==> config.mk <==
export PLATFORM = sky130hd
export DESIGN_NAME = cles_event_status
export DESIGN_NICKNAME = d
export VERILOG_FILES = /design/src/cles_pkg.sv /design/src/cles_event_status.sv /design/src/cles_rc_flags.sv
export VERILOG_INCLUDE_DIRS = /design/src
export SDC_FILE = /design/constraint.sdc
export NUM_CORES = 1
export LEC_CHECK = 0
export BUFFER_PORTS_ARGS = -buffer_cell sky130_fd_sc_hd__buf_4
export CAP_MARGIN = 20
export CORE_MARGIN = 1.5
export CORE_UTILIZATION = 48
export DETAILED_ROUTE_END_ITERATION = 7
export PLACE_DENSITY = 0.69
export SYNTH_ARGS = -nofsm -noshare
export SYNTH_HDL_FRONTEND = slang
export SYNTH_HIERARCHICAL = 1
export SYNTH_SLANG_ARGS = --single-unit
export TNS_END_PERCENT = 100
==> constraint.sdc <==
create_clock -name ref_clk -period 1.3 [get_ports ref_clk]
set_input_delay 0.13 -clock ref_clk [delete_from_list [all_inputs] [get_ports ref_clk]]
set_output_delay 0.13 -clock ref_clk [all_outputs]
set_load 0.01 [all_outputs]
==> src/cles_consts.svh <==
`ifndef CLES_CONSTS_SVH
`define CLES_CONSTS_SVH

// Register offsets
`define CLES_OFF_GIP      8'h6e
`define CLES_OFF_CHPTR    8'h6f
`define CLES_OFF_CTRL     8'h70
`define CLES_OFF_MLOOP    8'h71
`define CLES_OFF_MCSW     8'h72
`define CLES_OFF_MPLL     8'h73
`define CLES_OFF_PLL      8'had
`define CLES_OFF_LOOP     8'hd7
`define CLES_OFF_CSW      8'hd8
`define CLES_OFF_CLKSTAT  8'hfe

// Field positions
`define CLES_BIT_LOOP_DOWN  0
`define CLES_BIT_LOOP_UP    1
`define CLES_BIT_PLL_CHG    0
`define CLES_BIT_PLL_LOCK   1
`define CLES_BIT_TXSRC_SW   3
`define CLES_BIT_OSCREF_SW  4
`define CLES_BIT_AUX_LOST   3
`define CLES_BIT_TX_LOST    4
`define CLES_BIT_GIP_PLL    2
`define CLES_BIT_GIP_LOOP   6
`define CLES_BIT_GIP_CSW    7
`define CLES_BIT_CH8_PTR    7
`define CLES_BIT_VIS        0
`define CLES_BIT_LILS_EN    1
`define CLES_BIT_AUTO_EN    2
`define CLES_BIT_COMPAT     3
`define CLES_BIT_REF_MODE   4

// Reset values
`define CLES_CTRL_RST   8'h00
`define CLES_MASK_RST   8'hff
`define CLES_STAT_RST   8'h00

`endif

==> src/cles_pkg.sv <==
`default_nettype none
package cles_pkg;
	// Selector of a clock path: the transmit clock input or its alternative
	typedef enum logic [1:0] {
		SRC_TXIN = 2'b01,
		SRC_ALT  = 2'b10
	} cles_src_t;
endpackage : cles_pkg
`default_nettype wire

==> src/cles_event_status.sv <==
// Added by the designer: the plain strobed port.
`timescale 1ns/1ps
`default_nettype none
`include "cles_consts.svh"
module cles_event_status #(
	parameter int ADDR_W = 8
) (
	// Clock and reset
	input  wire logic              ref_clk,
	input  wire logic              rst_b,
	// Register port
	input  wire logic [ADDR_W-1:0] regAddr,
	input  wire logic [7:0]        regWrData,
	input  wire logic              regWrEn,
	input  wire logic              regRdEn,
	output logic      [7:0]        regRdData_r,
	// Loop code detectors, same clock
	input  wire logic              loopUpDet,
	input  wire logic              loopDownDet,
	// Asynchronous clock monitors
	input  wire logic              pllLockPin,
	input  wire logic              txClkLostPin,
	input  wire logic              auxClkLostPin,
	// Status and control outputs
	output logic                   intReq_r,
	output logic                   lineLoopOn_r,
	output logic                   xclkFromOsc_r,
	output logic                   oscRefAux_r
);
	initial begin
		if (ADDR_W < 8) $error("cles_event_status: ADDR_W must be at least 8");
	end

	// Two-stage synchronisers for the monitor levels
	logic [2:0] syncA_r;
	logic [2:0] syncB_r;
	logic       lockSync;
	logic       txLost;
	logic       auxLost;

	always_ff @(posedge ref_clk) begin
		if (!rst_b) begin
			syncA_r <= 3'h0;
			syncB_r <= 3'h0;
		end else begin
			syncA_r <= {auxClkLostPin, txClkLostPin, pllLockPin};
			syncB_r <= syncA_r;
		end
	end
	assign lockSync = syncB_r[0];
	assign txLost   = syncB_r[1];
	assign auxLost  = syncB_r[2];

	// Control and mask registers
	logic [7:0] ctrl_r;
	logic [7:0] ctrl_nxt;
	logic [7:0] mLoop_r;
	logic [7:0] mLoop_nxt;
	logic [7:0] mCsw_r;
	logic [7:0] mCsw_nxt;
	logic [7:0] mPll_r;
	logic [7:0] mPll_nxt;
	logic       visEn;
	logic       lilsEn;
	logic       autoEn;
	logic       compat;
	logic       refMode;

	assign visEn   = ctrl_r[`CLES_BIT_VIS];
	assign lilsEn  = ctrl_r[`CLES_BIT_LILS_EN];
	assign autoEn  = ctrl_r[`CLES_BIT_AUTO_EN];
	assign compat  = ctrl_r[`CLES_BIT_COMPAT];
	assign refMode = ctrl_r[`CLES_BIT_REF_MODE];

	function automatic logic hit(input logic [ADDR_W-1:0] a, input logic [7:0] off);
		hit = (a == ADDR_W'(off));
	endfunction : hit

	logic rdPll;
	logic rdLoop;
	logic rdCsw;
	logic rdChPtr;
	logic rdClkStat;
	assign rdPll     = regRdEn && hit(regAddr, `CLES_OFF_PLL);
	assign rdLoop    = regRdEn && hit(regAddr, `CLES_OFF_LOOP);
	assign rdCsw     = regRdEn && hit(regAddr, `CLES_OFF_CSW);
	assign rdChPtr   = regRdEn && hit(regAddr, `CLES_OFF_CHPTR);
	assign rdClkStat = regRdEn && hit(regAddr, `CLES_OFF_CLKSTAT);

	// Event flag banks
	logic [1:0] loopFlags;
	logic [1:0] cswFlags;
	logic [1:0] loopMask;
	logic [1:0] cswMask;
	logic [1:0] cswSet;

	assign loopMask = {mLoop_r[`CLES_BIT_LOOP_UP], mLoop_r[`CLES_BIT_LOOP_DOWN]};
	assign cswMask  = {mCsw_r[`CLES_BIT_OSCREF_SW], mCsw_r[`CLES_BIT_TXSRC_SW]};

	cles_rc_flags #(.WIDTH(2)) u_loopFlags (
		.ref_clk  (ref_clk),
		.rst_b    (rst_b),
		.evtSet   ({loopUpDet, loopDownDet}),
		.evtMask  (loopMask),
		.visEn    (visEn),
		.holdZero (1'b0),
		.rdClr    (rdLoop),
		.flags_r  (loopFlags)
	);

	cles_rc_flags #(.WIDTH(2)) u_cswFlags (
		.ref_clk  (ref_clk),
		.rst_b    (rst_b),
		.evtSet   (cswSet),
		.evtMask  (cswMask),
		.visEn    (visEn),
		.holdZero (!autoEn),
		.rdClr    (rdCsw),
		.flags_r  (cswFlags)
	);

	// Clock path selectors and PLL change tracking
	cles_pkg::cles_src_t xclkSel_r;
	cles_pkg::cles_src_t xclkSel_nxt;
	cles_pkg::cles_src_t oscRef_r;
	cles_pkg::cles_src_t oscRef_nxt;
	logic       lockSnap_r;
	logic       lockSnap_nxt;
	logic       pllChg_r;
	logic       pllChg_nxt;
	logic       lineLoop_nxt;
	logic       loopPend;
	logic       cswPend;
	logic       pllPend;
	logic       anyPend;
	logic [7:0] rdData_nxt;

	// One-hot codes: the alternative-path bit is itself the state flop
	assign xclkFromOsc_r = xclkSel_r[1];
	assign oscRefAux_r   = oscRef_r[1];

	// Only unmasked flags count; visible-but-masked ones stay local
	assign loopPend = |(loopFlags & ~loopMask);
	assign cswPend  = |(cswFlags & ~cswMask);
	assign pllPend  = pllChg_r & ~mPll_r[`CLES_BIT_PLL_CHG];
	assign anyPend  = loopPend | cswPend | pllPend;

	always_comb begin
		ctrl_nxt  = ctrl_r;
		mLoop_nxt = mLoop_r;
		mCsw_nxt  = mCsw_r;
		mPll_nxt  = mPll_r;
		if (regWrEn) begin
			if (hit(regAddr, `CLES_OFF_CTRL))
				ctrl_nxt = regWrData;
			if (hit(regAddr, `CLES_OFF_MLOOP))
				mLoop_nxt = regWrData;
			if (hit(regAddr, `CLES_OFF_MCSW))
				mCsw_nxt = regWrData;
			if (hit(regAddr, `CLES_OFF_MPLL))
				mPll_nxt = regWrData;
		end

		// Line loop follows the codes only while in-band switching is allowed
		lineLoop_nxt = lineLoopOn_r;
		if (lilsEn && loopUpDet)
			lineLoop_nxt = 1'b1;
		else if (lilsEn && loopDownDet)
			lineLoop_nxt = 1'b0;

		// Reference mode: output always from oscillator, its reference swaps on input loss.
		// Source mode: oscillator on auxiliary clock, output source swaps on input loss.
		xclkSel_nxt = cles_pkg::SRC_TXIN;
		oscRef_nxt  = cles_pkg::SRC_TXIN;
		if (refMode) begin
			xclkSel_nxt = cles_pkg::SRC_ALT;
			if (autoEn && txLost)
				oscRef_nxt = cles_pkg::SRC_ALT;
		end else begin
			oscRef_nxt = cles_pkg::SRC_ALT;
			if (autoEn && txLost)
				xclkSel_nxt = cles_pkg::SRC_ALT;
		end
		// A change of mode bits alone can also raise a switch flag when it moves the selector
		cswSet[0] = autoEn && !refMode && (xclkSel_nxt != xclkSel_r);
		cswSet[1] = autoEn && refMode && (oscRef_nxt != oscRef_r);

		// Read clears the change bit and re-arms against the lock level seen now
		lockSnap_nxt = rdPll ? lockSync : lockSnap_r;
		pllChg_nxt   = rdPll ? 1'b0 : (pllChg_r | (lockSync != lockSnap_r));

		rdData_nxt = 8'h00;
		if (regRdEn) begin
			if (hit(regAddr, `CLES_OFF_PLL)) begin
				rdData_nxt[`CLES_BIT_PLL_LOCK] = lockSync;
				rdData_nxt[`CLES_BIT_PLL_CHG]  = pllChg_r;
			end
			if (hit(regAddr, `CLES_OFF_LOOP))
				rdData_nxt[1:0] = loopFlags;
			if (hit(regAddr, `CLES_OFF_CSW)) begin
				rdData_nxt[`CLES_BIT_TXSRC_SW]  = cswFlags[0];
				rdData_nxt[`CLES_BIT_OSCREF_SW] = cswFlags[1];
			end
			if (hit(regAddr, `CLES_OFF_GIP)) begin
				rdData_nxt[`CLES_BIT_GIP_LOOP] = loopPend;
				rdData_nxt[`CLES_BIT_GIP_CSW]  = cswPend;
				rdData_nxt[`CLES_BIT_GIP_PLL]  = pllPend;
			end
			if (hit(regAddr, `CLES_OFF_CHPTR))
				rdData_nxt[`CLES_BIT_CH8_PTR] = compat ? lockSync : anyPend;
			if (hit(regAddr, `CLES_OFF_CLKSTAT)) begin
				rdData_nxt[`CLES_BIT_TX_LOST]  = txLost;
				rdData_nxt[`CLES_BIT_AUX_LOST] = auxLost;
			end
			if (hit(regAddr, `CLES_OFF_CTRL))
				rdData_nxt = ctrl_r;
			if (hit(regAddr, `CLES_OFF_MLOOP))
				rdData_nxt = mLoop_r;
			if (hit(regAddr, `CLES_OFF_MCSW))
				rdData_nxt = mCsw_r;
			if (hit(regAddr, `CLES_OFF_MPLL))
				rdData_nxt = mPll_r;
		end
	end

	always_ff @(posedge ref_clk) begin
		if (!rst_b) begin
			ctrl_r       <= `CLES_CTRL_RST;
			mLoop_r      <= `CLES_MASK_RST;
			mCsw_r       <= `CLES_MASK_RST;
			mPll_r       <= `CLES_MASK_RST;
			lineLoopOn_r <= 1'b0;
			xclkSel_r    <= cles_pkg::SRC_TXIN;
			oscRef_r     <= cles_pkg::SRC_ALT;
			lockSnap_r   <= 1'b0;
			pllChg_r     <= 1'b0;
			intReq_r     <= 1'b0;
			regRdData_r  <= `CLES_STAT_RST;
		end else begin
			ctrl_r       <= ctrl_nxt;
			mLoop_r      <= mLoop_nxt;
			mCsw_r       <= mCsw_nxt;
			mPll_r       <= mPll_nxt;
			lineLoopOn_r <= lineLoop_nxt;
			xclkSel_r    <= xclkSel_nxt;
			oscRef_r     <= oscRef_nxt;
			lockSnap_r   <= lockSnap_nxt;
			pllChg_r     <= pllChg_nxt;
			intReq_r     <= anyPend;
			regRdData_r  <= rdData_nxt;
		end
	end
endmodule : cles_event_status
`default_nettype wire

==> src/cles_rc_flags.sv <==
`timescale 1ns/1ps
`default_nettype none
module cles_rc_flags #(
	parameter int WIDTH = 2
) (
	// Clock and reset
	input  wire logic             ref_clk,
	input  wire logic             rst_b,
	// Events and gating
	input  wire logic [WIDTH-1:0] evtSet,
	input  wire logic [WIDTH-1:0] evtMask,
	input  wire logic             visEn,
	input  wire logic             holdZero,
	input  wire logic             rdClr,
	// Sticky flags
	output logic      [WIDTH-1:0] flags_r
);
	logic [WIDTH-1:0] flags_nxt;
	logic [WIDTH-1:0] liveEvt;

	// Events that must never be dropped, whatever the visibility setting
	assign liveEvt = evtSet & ~evtMask;

	initial begin
		if (WIDTH < 1 || WIDTH > 8) $error("cles_rc_flags: WIDTH must be 1..8");
	end

	generate
		for (genvar i = 0; i < WIDTH; i++) begin : g_bit
			// A masked event is only kept when masked visibility is on
			always_comb begin
				if (holdZero)
					flags_nxt[i] = 1'b0;
				else
					flags_nxt[i] = (flags_r[i] & ~rdClr) | (evtSet[i] & (~evtMask[i] | visEn));
			end
		end
	endgenerate

	always_ff @(posedge ref_clk) begin
		if (!rst_b)
			flags_r <= '0;
		else
			flags_r <= flags_nxt;
	end
endmodule : cles_rc_flags
`default_nettype wire
==> results of run 1 <==
-- layout by cell type, fill, tap and decap left out, drive strengths merged, types with 2 or more instances in the layout --
cell type,n
a211oi,2
a21oi,11
a22oi,6
and2,13
and3,4
and4b,2
buf,59
bufinv,2
clkbuf,11
clkinv,2
dfxtp,58
dlygate4sd3,3
inv,11
mux2,3
mux2i,26
mux4,2
nand2,40
nand2b,8
nand3,13
nand3b,2
nand4,5
nor2,9
nor2b,5
nor4bb,2
o21ai,14
o221ai,4
o22ai,3
o31ai,5
-- per-stage QoR --
step / hold slack (ns) / cells / power, mW / util [%] / TNS [ns]
6_report: 0.006216 / 408 / 3.917 / 64.48 / 0
5_1_grt: 0.01022 / 408 / 4.043 / 64.48 / 0
4_1_cts: 0.001060 / 408 / 3.934 / 64.24 / 0
3_5_place_dp: 0.3423 / 389 / 2.101 / 59.40 / -0.1338
2_1_floorplan: 0.2204 / 275 / 1.955 / - / 0
3_3_place_gp: 0.3378 / 389 / 2.100 / 59.40 / -0.1315
-- report_power, final --
group	switching, mW	internal [mW]	leakage, nW
Combinational	0.136	0.137	0.920
Clock	0.722	1.12	0.109
Sequential	0.00744	1.79	0.470
Total	0.866	3.05	1.50
-- kinds of logic after synthesis --
family	Yosys count
other cells	1
mux	31
buf+inv	26
xor+xnor	1
flops	58
compound gates	48
simple gates	110
-- registers in the layout, indices dropped and copies added, names as in the netlist, 2 cells and up --
register             count
ctrl_r                   8
mCsw_r                   8
mLoop_r                  8
mPll_r                   8
oscRef_r                 2
regRdData_r              8
syncA_r                  3
syncB_r                  3
u_cswFlags/flags_r       2
u_loopFlags/flags_r      2
xclkSel_r                2
-- timing repair --
item | 4_1_cts | 5_1_grt
resized for setup | 0 | 2
hold buffers | 3 | 0
hold endpoints to repair | 3 | 0
setup endpoints to repair | 0 | 1
-- area by class of cell --
class                   instances  area share [%]
well taps                      70           2.643
inverters                      11           1.246
repair buffers                 62           15.40
clock buffers                  11           4.266
clock inverters                 5           2.341
multi-input cells             191           39.07
flip-flops and latches         58           35.03
-- routing by layer --
metal | routed length (um) | track usage, %
met4 | 136 | 12.59
met2 | 2751 | 35.23
met1 | 2793 | 28.31
met5 | 0 | 0
met3 | 341 | 4.192
-- worst register-to-register path, delay by kind of cell, from the launching register on --
kind	cells	cell delay, ns
buf+inv	2	0.24
flops	1	0.39
compound gates	2	0.29
simple gates	1	0.18
-- worst paths after layout --
kind,slack [ns],startpoint,to
setup / recovery,0.08,mLoop_r[1]$_SDFFE_PN1P_,regRdData_r[6]$_SDFF_PN0_
hold / removal,0.006,regRdEn,pllChg_r$_SDFF_PP0_
setup reg to reg,0.08,mLoop_r[1]$_SDFFE_PN1P_,regRdData_r[6]$_SDFF_PN0_
hold reg to reg,0.43,syncA_r[0]$_SDFF_PN0_,syncB_r[0]$_SDFF_PN0_
==> flow_summary.json, run 1 <==
{
  "hold_class": "in2reg",
  "track_usage_pct": 22.18,
  "antenna_left": 0,
  "drc": 0,
  "yosys.area.top_type": "dfxtp_1",
  "yosysWarnings": 6,
  "pwr_density_cell_nw_per_um2": 1182,
  "synthMuxAreaShare_pct": 13.21,
  "skew_ns": 0.008075,
  "start_kind": "flip-flop",
  "viasPerCell": 5.316,
  "cts_buffer_depth": 2,
  "wl_per_cell_um": 14.76,
  "synth_top_area_share_pct": 45.25,
  "area_growth_pct": 29.16,
  "grt_pass1_wl_um": 10010,
  "grt_pass1_vias": 2004,
  "root_buffer": "clkbuf_8",
  "ys_seq_elements": 58,
  "synthTopCellsByArea": "dfxtp_1 45%, mux2i_1 10%, nand2_1 5.7%, and2_1 2.9%, o21ai_1 2.3%",
  "clk_pin_slew_ns": 0.07,
  "worstPathCellList": "inv_1 > a22oi_1 > buf_4 > o22ai_1 > and3_1",
  "rows": 26,
  "synth_top_family_by_area": "simple AND/OR/NAND/NOR gates",
  "drive_gt1_share_pct": 25.74,
  "regArea_um2": 1161,
  "io_buffers": 36,
  "synth_common_cells": "58 x dfxtp_1, 39 x nand2_1, 26 x mux2i_1",
  "crit_fanout": 3,
  "leakagePower_nw": 1.499,
  "dr.pass1.iters": 4,
  "status": "finished, final reports clean",
  "place_worst_setup_slack_ns": -0.05933,
  "cts_buffers": 9,
  "cp.depth": 5,
  "clock-sinks": 58,
  "synth-xor-area-share_pct": 0.3413,
  "synth_ff_type": "dfxtp_1",
  "setup_violations": 0,
  "grt_max_degree": 55,
  "synth_compound_area_share_pct": 11.90,
  "cp_slowest_cell": "dfxtp_1",
  "ys_types": 45,
  "syn_nets": 300,
  "path_buf_inv": 2,
  "maxCapViolations": 0,
  "synthSimpleGateAreaFrac_pct": 24.38,
  "multi_input_area_um2": 1295,
  "rsz0062_at_grt": "no",
  "overflow": 0,
  "clk_latency_ns": 0.34,
  "yosysMostFrequentCell": "dfxtp_1",
  "final_cell_area_um2": 3314,
  "fillers": 445,
  "critPathRequiredTime_ns": 1.53,
  "maxSlewViolCount": 0,
  "final_hold_viol_count": 0,
  "max_stage_delay_ns": 0.39,
  "fmax_mhz": 817.3,
  "arrival_ns": 1.45,
  "antenna_found_initial": 0,
  "path_delay_family": "flip-flops",
  "fp.coreArea_um2": 5140,
  "antenna_cells": 0,
  "finalNetCount": 358,
  "htree_num_levels": 3,
  "cts_tree": "done",
  "async_flop_share_pct": 0,
  "rr_worst_depth": 5,
  "peakVddDrop_v": 0.0008274,
  "initial_core_util_pct": 49.93,
  "die_x_um": 76.12,
  "place_area_um2": 3053,
  "worstSetupPathType": "reg2reg",
  "post_cts_buffers": 0,
  "yosysSeqAreaShare_pct": 45.25,
  "min_path_cells": 2,
  "wirelength_um": 6022,
  "synth_edf_count": 0,
  "cp-end-kind": "flip-flop",
  "hpwl_um": 4245,
  "fin_ws_ns": 0.07642,
  "die_h_um": 76.12,
  "drt-initial-drc-count": 198,
  "period_needed_ns": 1.224,
  "netlist_area_um2": 2566,
  "die-area_um2": 5794,
  "synthAdderAreaFrac_pct": 0,
  "vias": 2169,
  "ios": 37,
  "synth_cells": 275,
  "avgSynthCellArea_um2": 9.332,
  "routabilityCongestion": 0.8412,
  "post-route-period-util_pct": 94.12
}
No activity file was read; power rests on OpenSTA's default activity.
==> inputs of run 2 (changes only) <==
CORE_UTILIZATION = 56   (was 48)
PLACE_DENSITY = 0.78   (was 0.69)
==> run 2 against run 1 <==
  * First-iteration DRC count down 18%
  * Sequential cell count unchanged
  * Wire length up 1.1%
  * Design area down 0.94%
  * Highest routed layer unchanged
  * Maximum frequency up 0.67%
  * Total power down 7.6%
  * Hold slack better by 0.033 ns
  * Die area down 14%
  * Sequential power about the same
  * Largest cell class unchanged
  * Cell count down 3.7%
==> flow_summary.json, run 2 (synthesis results as in run 1) <==
{
  "grt_pass1_wl_um": 9791,
  "wl_per_cell_um": 15.49,
  "rsz0062_at_grt": "no",
  "cts_buffers": 9,
  "wirelength_um": 6086,
  "maxCapViolations": 0,
  "die-area_um2": 4998,
  "die_h_um": 70.70,
  "drive_gt1_share_pct": 26.10,
  "crit_fanout": 6,
  "initial_core_util_pct": 58.53,
  "regToRegSetupSlack_ns": 0.08,
  "final_hold_viol_count": 0,
  "cts_tree": "done",
  "fmax_mhz": 822.8,
  "grt_pass1_vias": 2066,
  "die_x_um": 70.70,
  "setup_violations": 0,
  "pwr_density_cell_nw_per_um2": 1102,
  "post-route-period-util_pct": 93.49,
  "dr.pass1.iters": 4,
  "worstSetupPathType": "reg2reg",
  "peakVddDrop_v": 0.0008948,
  "clk_pin_slew_ns": 0.06,
  "pwr-share-comb_pct": 7.7,
  "p_sw_mw": 0.8491,
  "period_needed_ns": 1.215,
  "path_delay_family": "compound AO/OA/AOI/OAI gates",
  "clock-sinks": 58,
  "swShare_pct": 23.47,
  "cp-end-kind": "flip-flop",
  "post_cts_buffers": 0,
  "mostFrequentLayoutCells": "58 x dfxtp_1, 58 x buf_4, 39 x nand2_1",
  "routabilityCongestion": 0.8364,
  "vias": 2192,
  "clk_latency_ns": 0.33,
  "maxSlewViolCount": 0,
  "root_buffer": "clkbuf_8",
  "skew_ns": 0.004131,
  "hold_class": "in2reg",
  "p_int_mw": 2.769,
  "drc": 0,
  "viasPerCell": 5.578,
  "cts_buffer_depth": 2,
  "fillers": 323,
  "regArea_um2": 1161,
  "grt_max_degree": 52,
  "leakagePower_nw": 1.498,
  "finalNetCount": 361,
  "htree_num_levels": 3,
  "rows": 24,
  "antenna_left": 0,
  "seq_power_share_pct": 49.7,
  "status": "finished, final reports clean",
  "path_buf_inv": 0,
  "track_usage_pct": 25.44,
  "worstPathCellList": "mux2_2 > o22ai_1 > nor2_1 > o221a_1",
  "dp.cells": 373,
  "start_kind": "flip-flop",
  "antenna_found_initial": 0,
  "arrival_ns": 1.44,
  "stdcell_count": 393,
  "ios": 37,
  "hpwl_um": 4223,
  "multi_input_area_um2": 1290,
  "drt-initial-drc-count": 162,
  "max_stage_delay_ns": 0.37,
  "overflow": 0,
  "antenna_cells": 0,
  "io_buffers": 36,
  "area_growth_pct": 27.94,
  "critPathRequiredTime_ns": 1.52,
  "cp_slowest_cell": "dfxtp_1",
  "fp.coreArea_um2": 4384,
  "whs_ns": 0.03937,
  "utilization_pct": 74.89,
  "clockPowerShare_pct": 42.6
}
run 2: worst reg2reg max path, delay by kind of cell (launching register included):
kind	cells	cell delay, ns
compound gates	2	0.39
flops	1	0.37
mux	1	0.28
simple gates	1	0.06
run 2: worst paths after layout:
path / from / endpoint / depth (start not counted)
setup / recovery: ctrl_r[2]$_SDFFE_PN0P_ / regRdData_r[2]$_SDFF_PN0_ / 4
hold / removal: regWrData[7] / mPll_r[7]$_SDFFE_PN1P_ / 3
setup reg to reg: ctrl_r[2]$_SDFFE_PN0P_ / regRdData_r[2]$_SDFF_PN0_ / 4
hold reg to reg: syncA_r[2]$_SDFF_PN0_ / syncB_r[2]$_SDFF_PN0_ / 1
run 2: layout make-up:
| class | instances | area share, % |
|---|---|---|
| multi-input combinational | 191 | 39.29 |
| sequential | 58 | 35.37 |
| timing repair buffer | 65 | 16.31 |
| clock buffer | 12 | 5.030 |
| tap | 52 | 1.982 |
| inverter | 11 | 1.258 |
| clock inverter | 4 | 0.7622 |
run 2: routing by layer:
metal	part of all wire (%)	up-vias	GRT usage, %
met5	0	-	0
met4	0.46	0	9.853
met3	4.5	2	6.410
met2	51	59	42.89
met1	44	1034	31.32
li1	-	1097	-
run 2: metrics by stage:
step / power (mW) / TNS (ns) / worst slack (ns) / area (um^2)
2_1_floorplan: 1.955 / 0 / 0.1681 / 2566
6_report: 3.618 / 0 / 0.08460 / 3283
3_3_place_gp: 2.098 / -0.2083 / -0.06324 / 3045
5_1_grt: 3.748 / 0 / 0.02736 / 3283
4_1_cts: 3.644 / 0 / 0.08546 / 3276
3_5_place_dp: 2.101 / -0.5730 / -0.1008 / 3045
run 2: repair_timing:
item / CTS / global route
gates resized for setup: 0 / 2
hold buffers: 4 / 0
endpoints found under the hold margin: 4 / 0
endpoints found under the setup margin: 0 / 2
run 2: power by group through the flow:
stage          Clock [mW]  Sequential [mW]  Combinational [mW]
5_1_grt              1.65             1.80               0.300
6_report             1.54             1.80               0.279
4_1_cts              1.57             1.80               0.277
3_3_place_gp            0             1.84               0.261
3_5_place_dp            0             1.84               0.264
2_1_floorplan           0             1.83               0.121
==> inputs of run 3 (changes only) <==
CORE_UTILIZATION = 45   (was 56)
PLACE_DENSITY = 0.65   (was 0.78)
TNS_END_PERCENT = 30   (was 100)
==> run 3 against run 2 <==
  * Non-clock buffer count is 6 higher
  * Worst setup slack worse by 0.028 ns
  * Cell count up 6.6%
  * Largest cell class unchanged
  * Largest power group unchanged
  * Highest routed layer unchanged
==> flow_summary.json, run 3 (synthesis results as in run 1) <==
{
  "final_cell_area_um2": 3351,
  "wirelength_um": 6340,
  "overflow": 0,
  "r2r-end": "regRdData_r[7]$_SDFF_PN0_",
  "initial_core_util_pct": 46.60,
  "die_h_um": 78.52,
  "critPathRequiredTime_ns": 1.51,
  "worstSetupPathType": "reg2reg",
  "maxSlewViolCount": 0,
  "clk_latency_ns": 0.34,
  "grt_pass1_vias": 2142,
  "skew_ns": 0.006161,
  "io_buffers": 36,
  "die-area_um2": 6165,
  "ios": 37,
  "root_buffer": "clkbuf_8",
  "htree_num_levels": 3,
  "layout_commonest_cell": "buf_4",
  "rows": 27,
  "fmax_mhz": 804.2,
  "clock-sinks": 58,
  "antenna_found_initial": 0,
  "fp.coreArea_um2": 5507,
  "track_usage_pct": 23.08,
  "regToRegSetupSlack_ns": 0.06,
  "arrival_ns": 1.45,
  "hold_class": "in2reg",
  "finalNetCount": 367,
  "drc": 0,
  "status": "finished, final reports clean",
  "period_needed_ns": 1.244,
  "cp-end-kind": "flip-flop",
  "start_kind": "flip-flop",
  "cts_tree": "done",
  "dr.pass1.iters": 4,
  "drive_gt1_share_pct": 27.09,
  "routabilityCongestion": 0.8473,
  "stdcell_count": 419,
  "clk_pin_slew_ns": 0.06,
  "reg2reg_from": "mLoop_r[1]$_SDFFE_PN1P_",
  "mostFrequentLayoutCells": "66 x buf_4, 58 x dfxtp_1, 39 x nand2_1",
  "area_growth_pct": 30.57,
  "hpwl_um": 4579,
  "grt_max_degree": 41,
  "antenna_cells": 0,
  "power.total_mw": 3.745,
  "place_area_um2": 3110,
  "viasPerCell": 5.220,
  "leakagePower_nw": 1.533,
  "crit_fanout": 3,
  "setup_violations": 0,
  "dp.cells": 400,
  "maxCapViolations": 0,
  "antenna_left": 0,
  "rsz0062_at_grt": "no",
  "pwr_density_cell_nw_per_um2": 1118,
  "vias": 2187,
  "final_hold_viol_count": 0,
  "die_x_um": 78.52,
  "grt_pass1_wl_um": 10550,
  "rr_worst_depth": 4,
  "wl_per_cell_um": 15.13,
  "peakVddDrop_v": 0.0009182,
  "cts_buffer_depth": 2,
  "endpoint": "regRdData_r[7]$_SDFF_PN0_",
  "cp-startpoint": "mLoop_r[1]$_SDFFE_PN1P_",
  "post-route-period-util_pct": 95.66,
  "whs_ns": 0.008383,
  "cts_buffers": 9,
  "drt-initial-drc-count": 99,
  "utilization_pct": 60.85
}
-- run 3: cell types whose count changed in the layout (fill, tap and decap cells not counted), sizes merged --
cell | previous run | this run
clkinv | 2 | 1
clkinvlp | 2 | 0
clkbuf | 12 | 14
bufinv | 0 | 1
dlygate4sd3 | 4 | 3
buf | 61 | 68
-- run 3: stage by stage --
stage	setup TNS, ns	setup WS [ns]
2_1_floorplan	0	0.1681
3_3_place_gp	-1.076	-0.08846
3_5_place_dp	-1.725	-0.1217
4_1_cts	0	0.06585
5_1_grt	0	0.01539
6_report	0	0.05646
-- run 3: critical path, stage by stage, from the launching register on --
cell	delay, ns
dfxtp_1	0.36
inv_1	0.08
a22oi_2	0.23
nor4bb_1	0.33
o31ai_1	0.12
-- run 3: worst min path at each step --
stage                       start                    end  depth (start not counted)
floorplan                 regRdEn    pllChg_r$_SDFF_PP0_                          1
global placement     txClkLostPin  syncA_r[1]$_SDFF_PN0_                          2
detailed placement   txClkLostPin  syncA_r[1]$_SDFF_PN0_                          2
CTS                 auxClkLostPin  syncA_r[2]$_SDFF_PN0_                          2
global route        auxClkLostPin  syncA_r[2]$_SDFF_PN0_                          2
finish              auxClkLostPin  syncA_r[2]$_SDFF_PN0_                          2
-- run 3: timing repair --
action / in CTS / in global routing
pin swaps: 0 / 0
hold endpoints to repair: 3 / 0
gates resized for setup: 1 / 2
hold buffers: 3 / 0
buffers inserted: 0 / 0
setup endpoints to repair: 1 / 2
-- run 3: area by class of cell --
cell class / instances / area, um^2
timing repair buffer: 71 / 565.5
inverter: 11 / 41.29
clock buffer: 14 / 162.7
multi-input combinational: 191 / 1295
tap: 72 / 90.09
sequential: 58 / 1161
clock inverter: 2 / 35.03
fill: 506 / 2156
-- run 3: layer usage --
layer / global-route usage, % / vias to the layer above / routed length, um
li1: - / 1101 / -
met1: 29.45 / 1020 / 2960
met2: 35.43 / 54 / 2897
met3: 8.140 / 12 / 344
met4: 9.286 / 0 / 138
met5: 0 / - / 0
-- run 3: where the power goes --
group,internal (mW),leakage [nW],switching [mW]
combinational,0.143,0.963,0.144
sequential,1.79,0.470,0.00694
clock,0.989,0.101,0.672
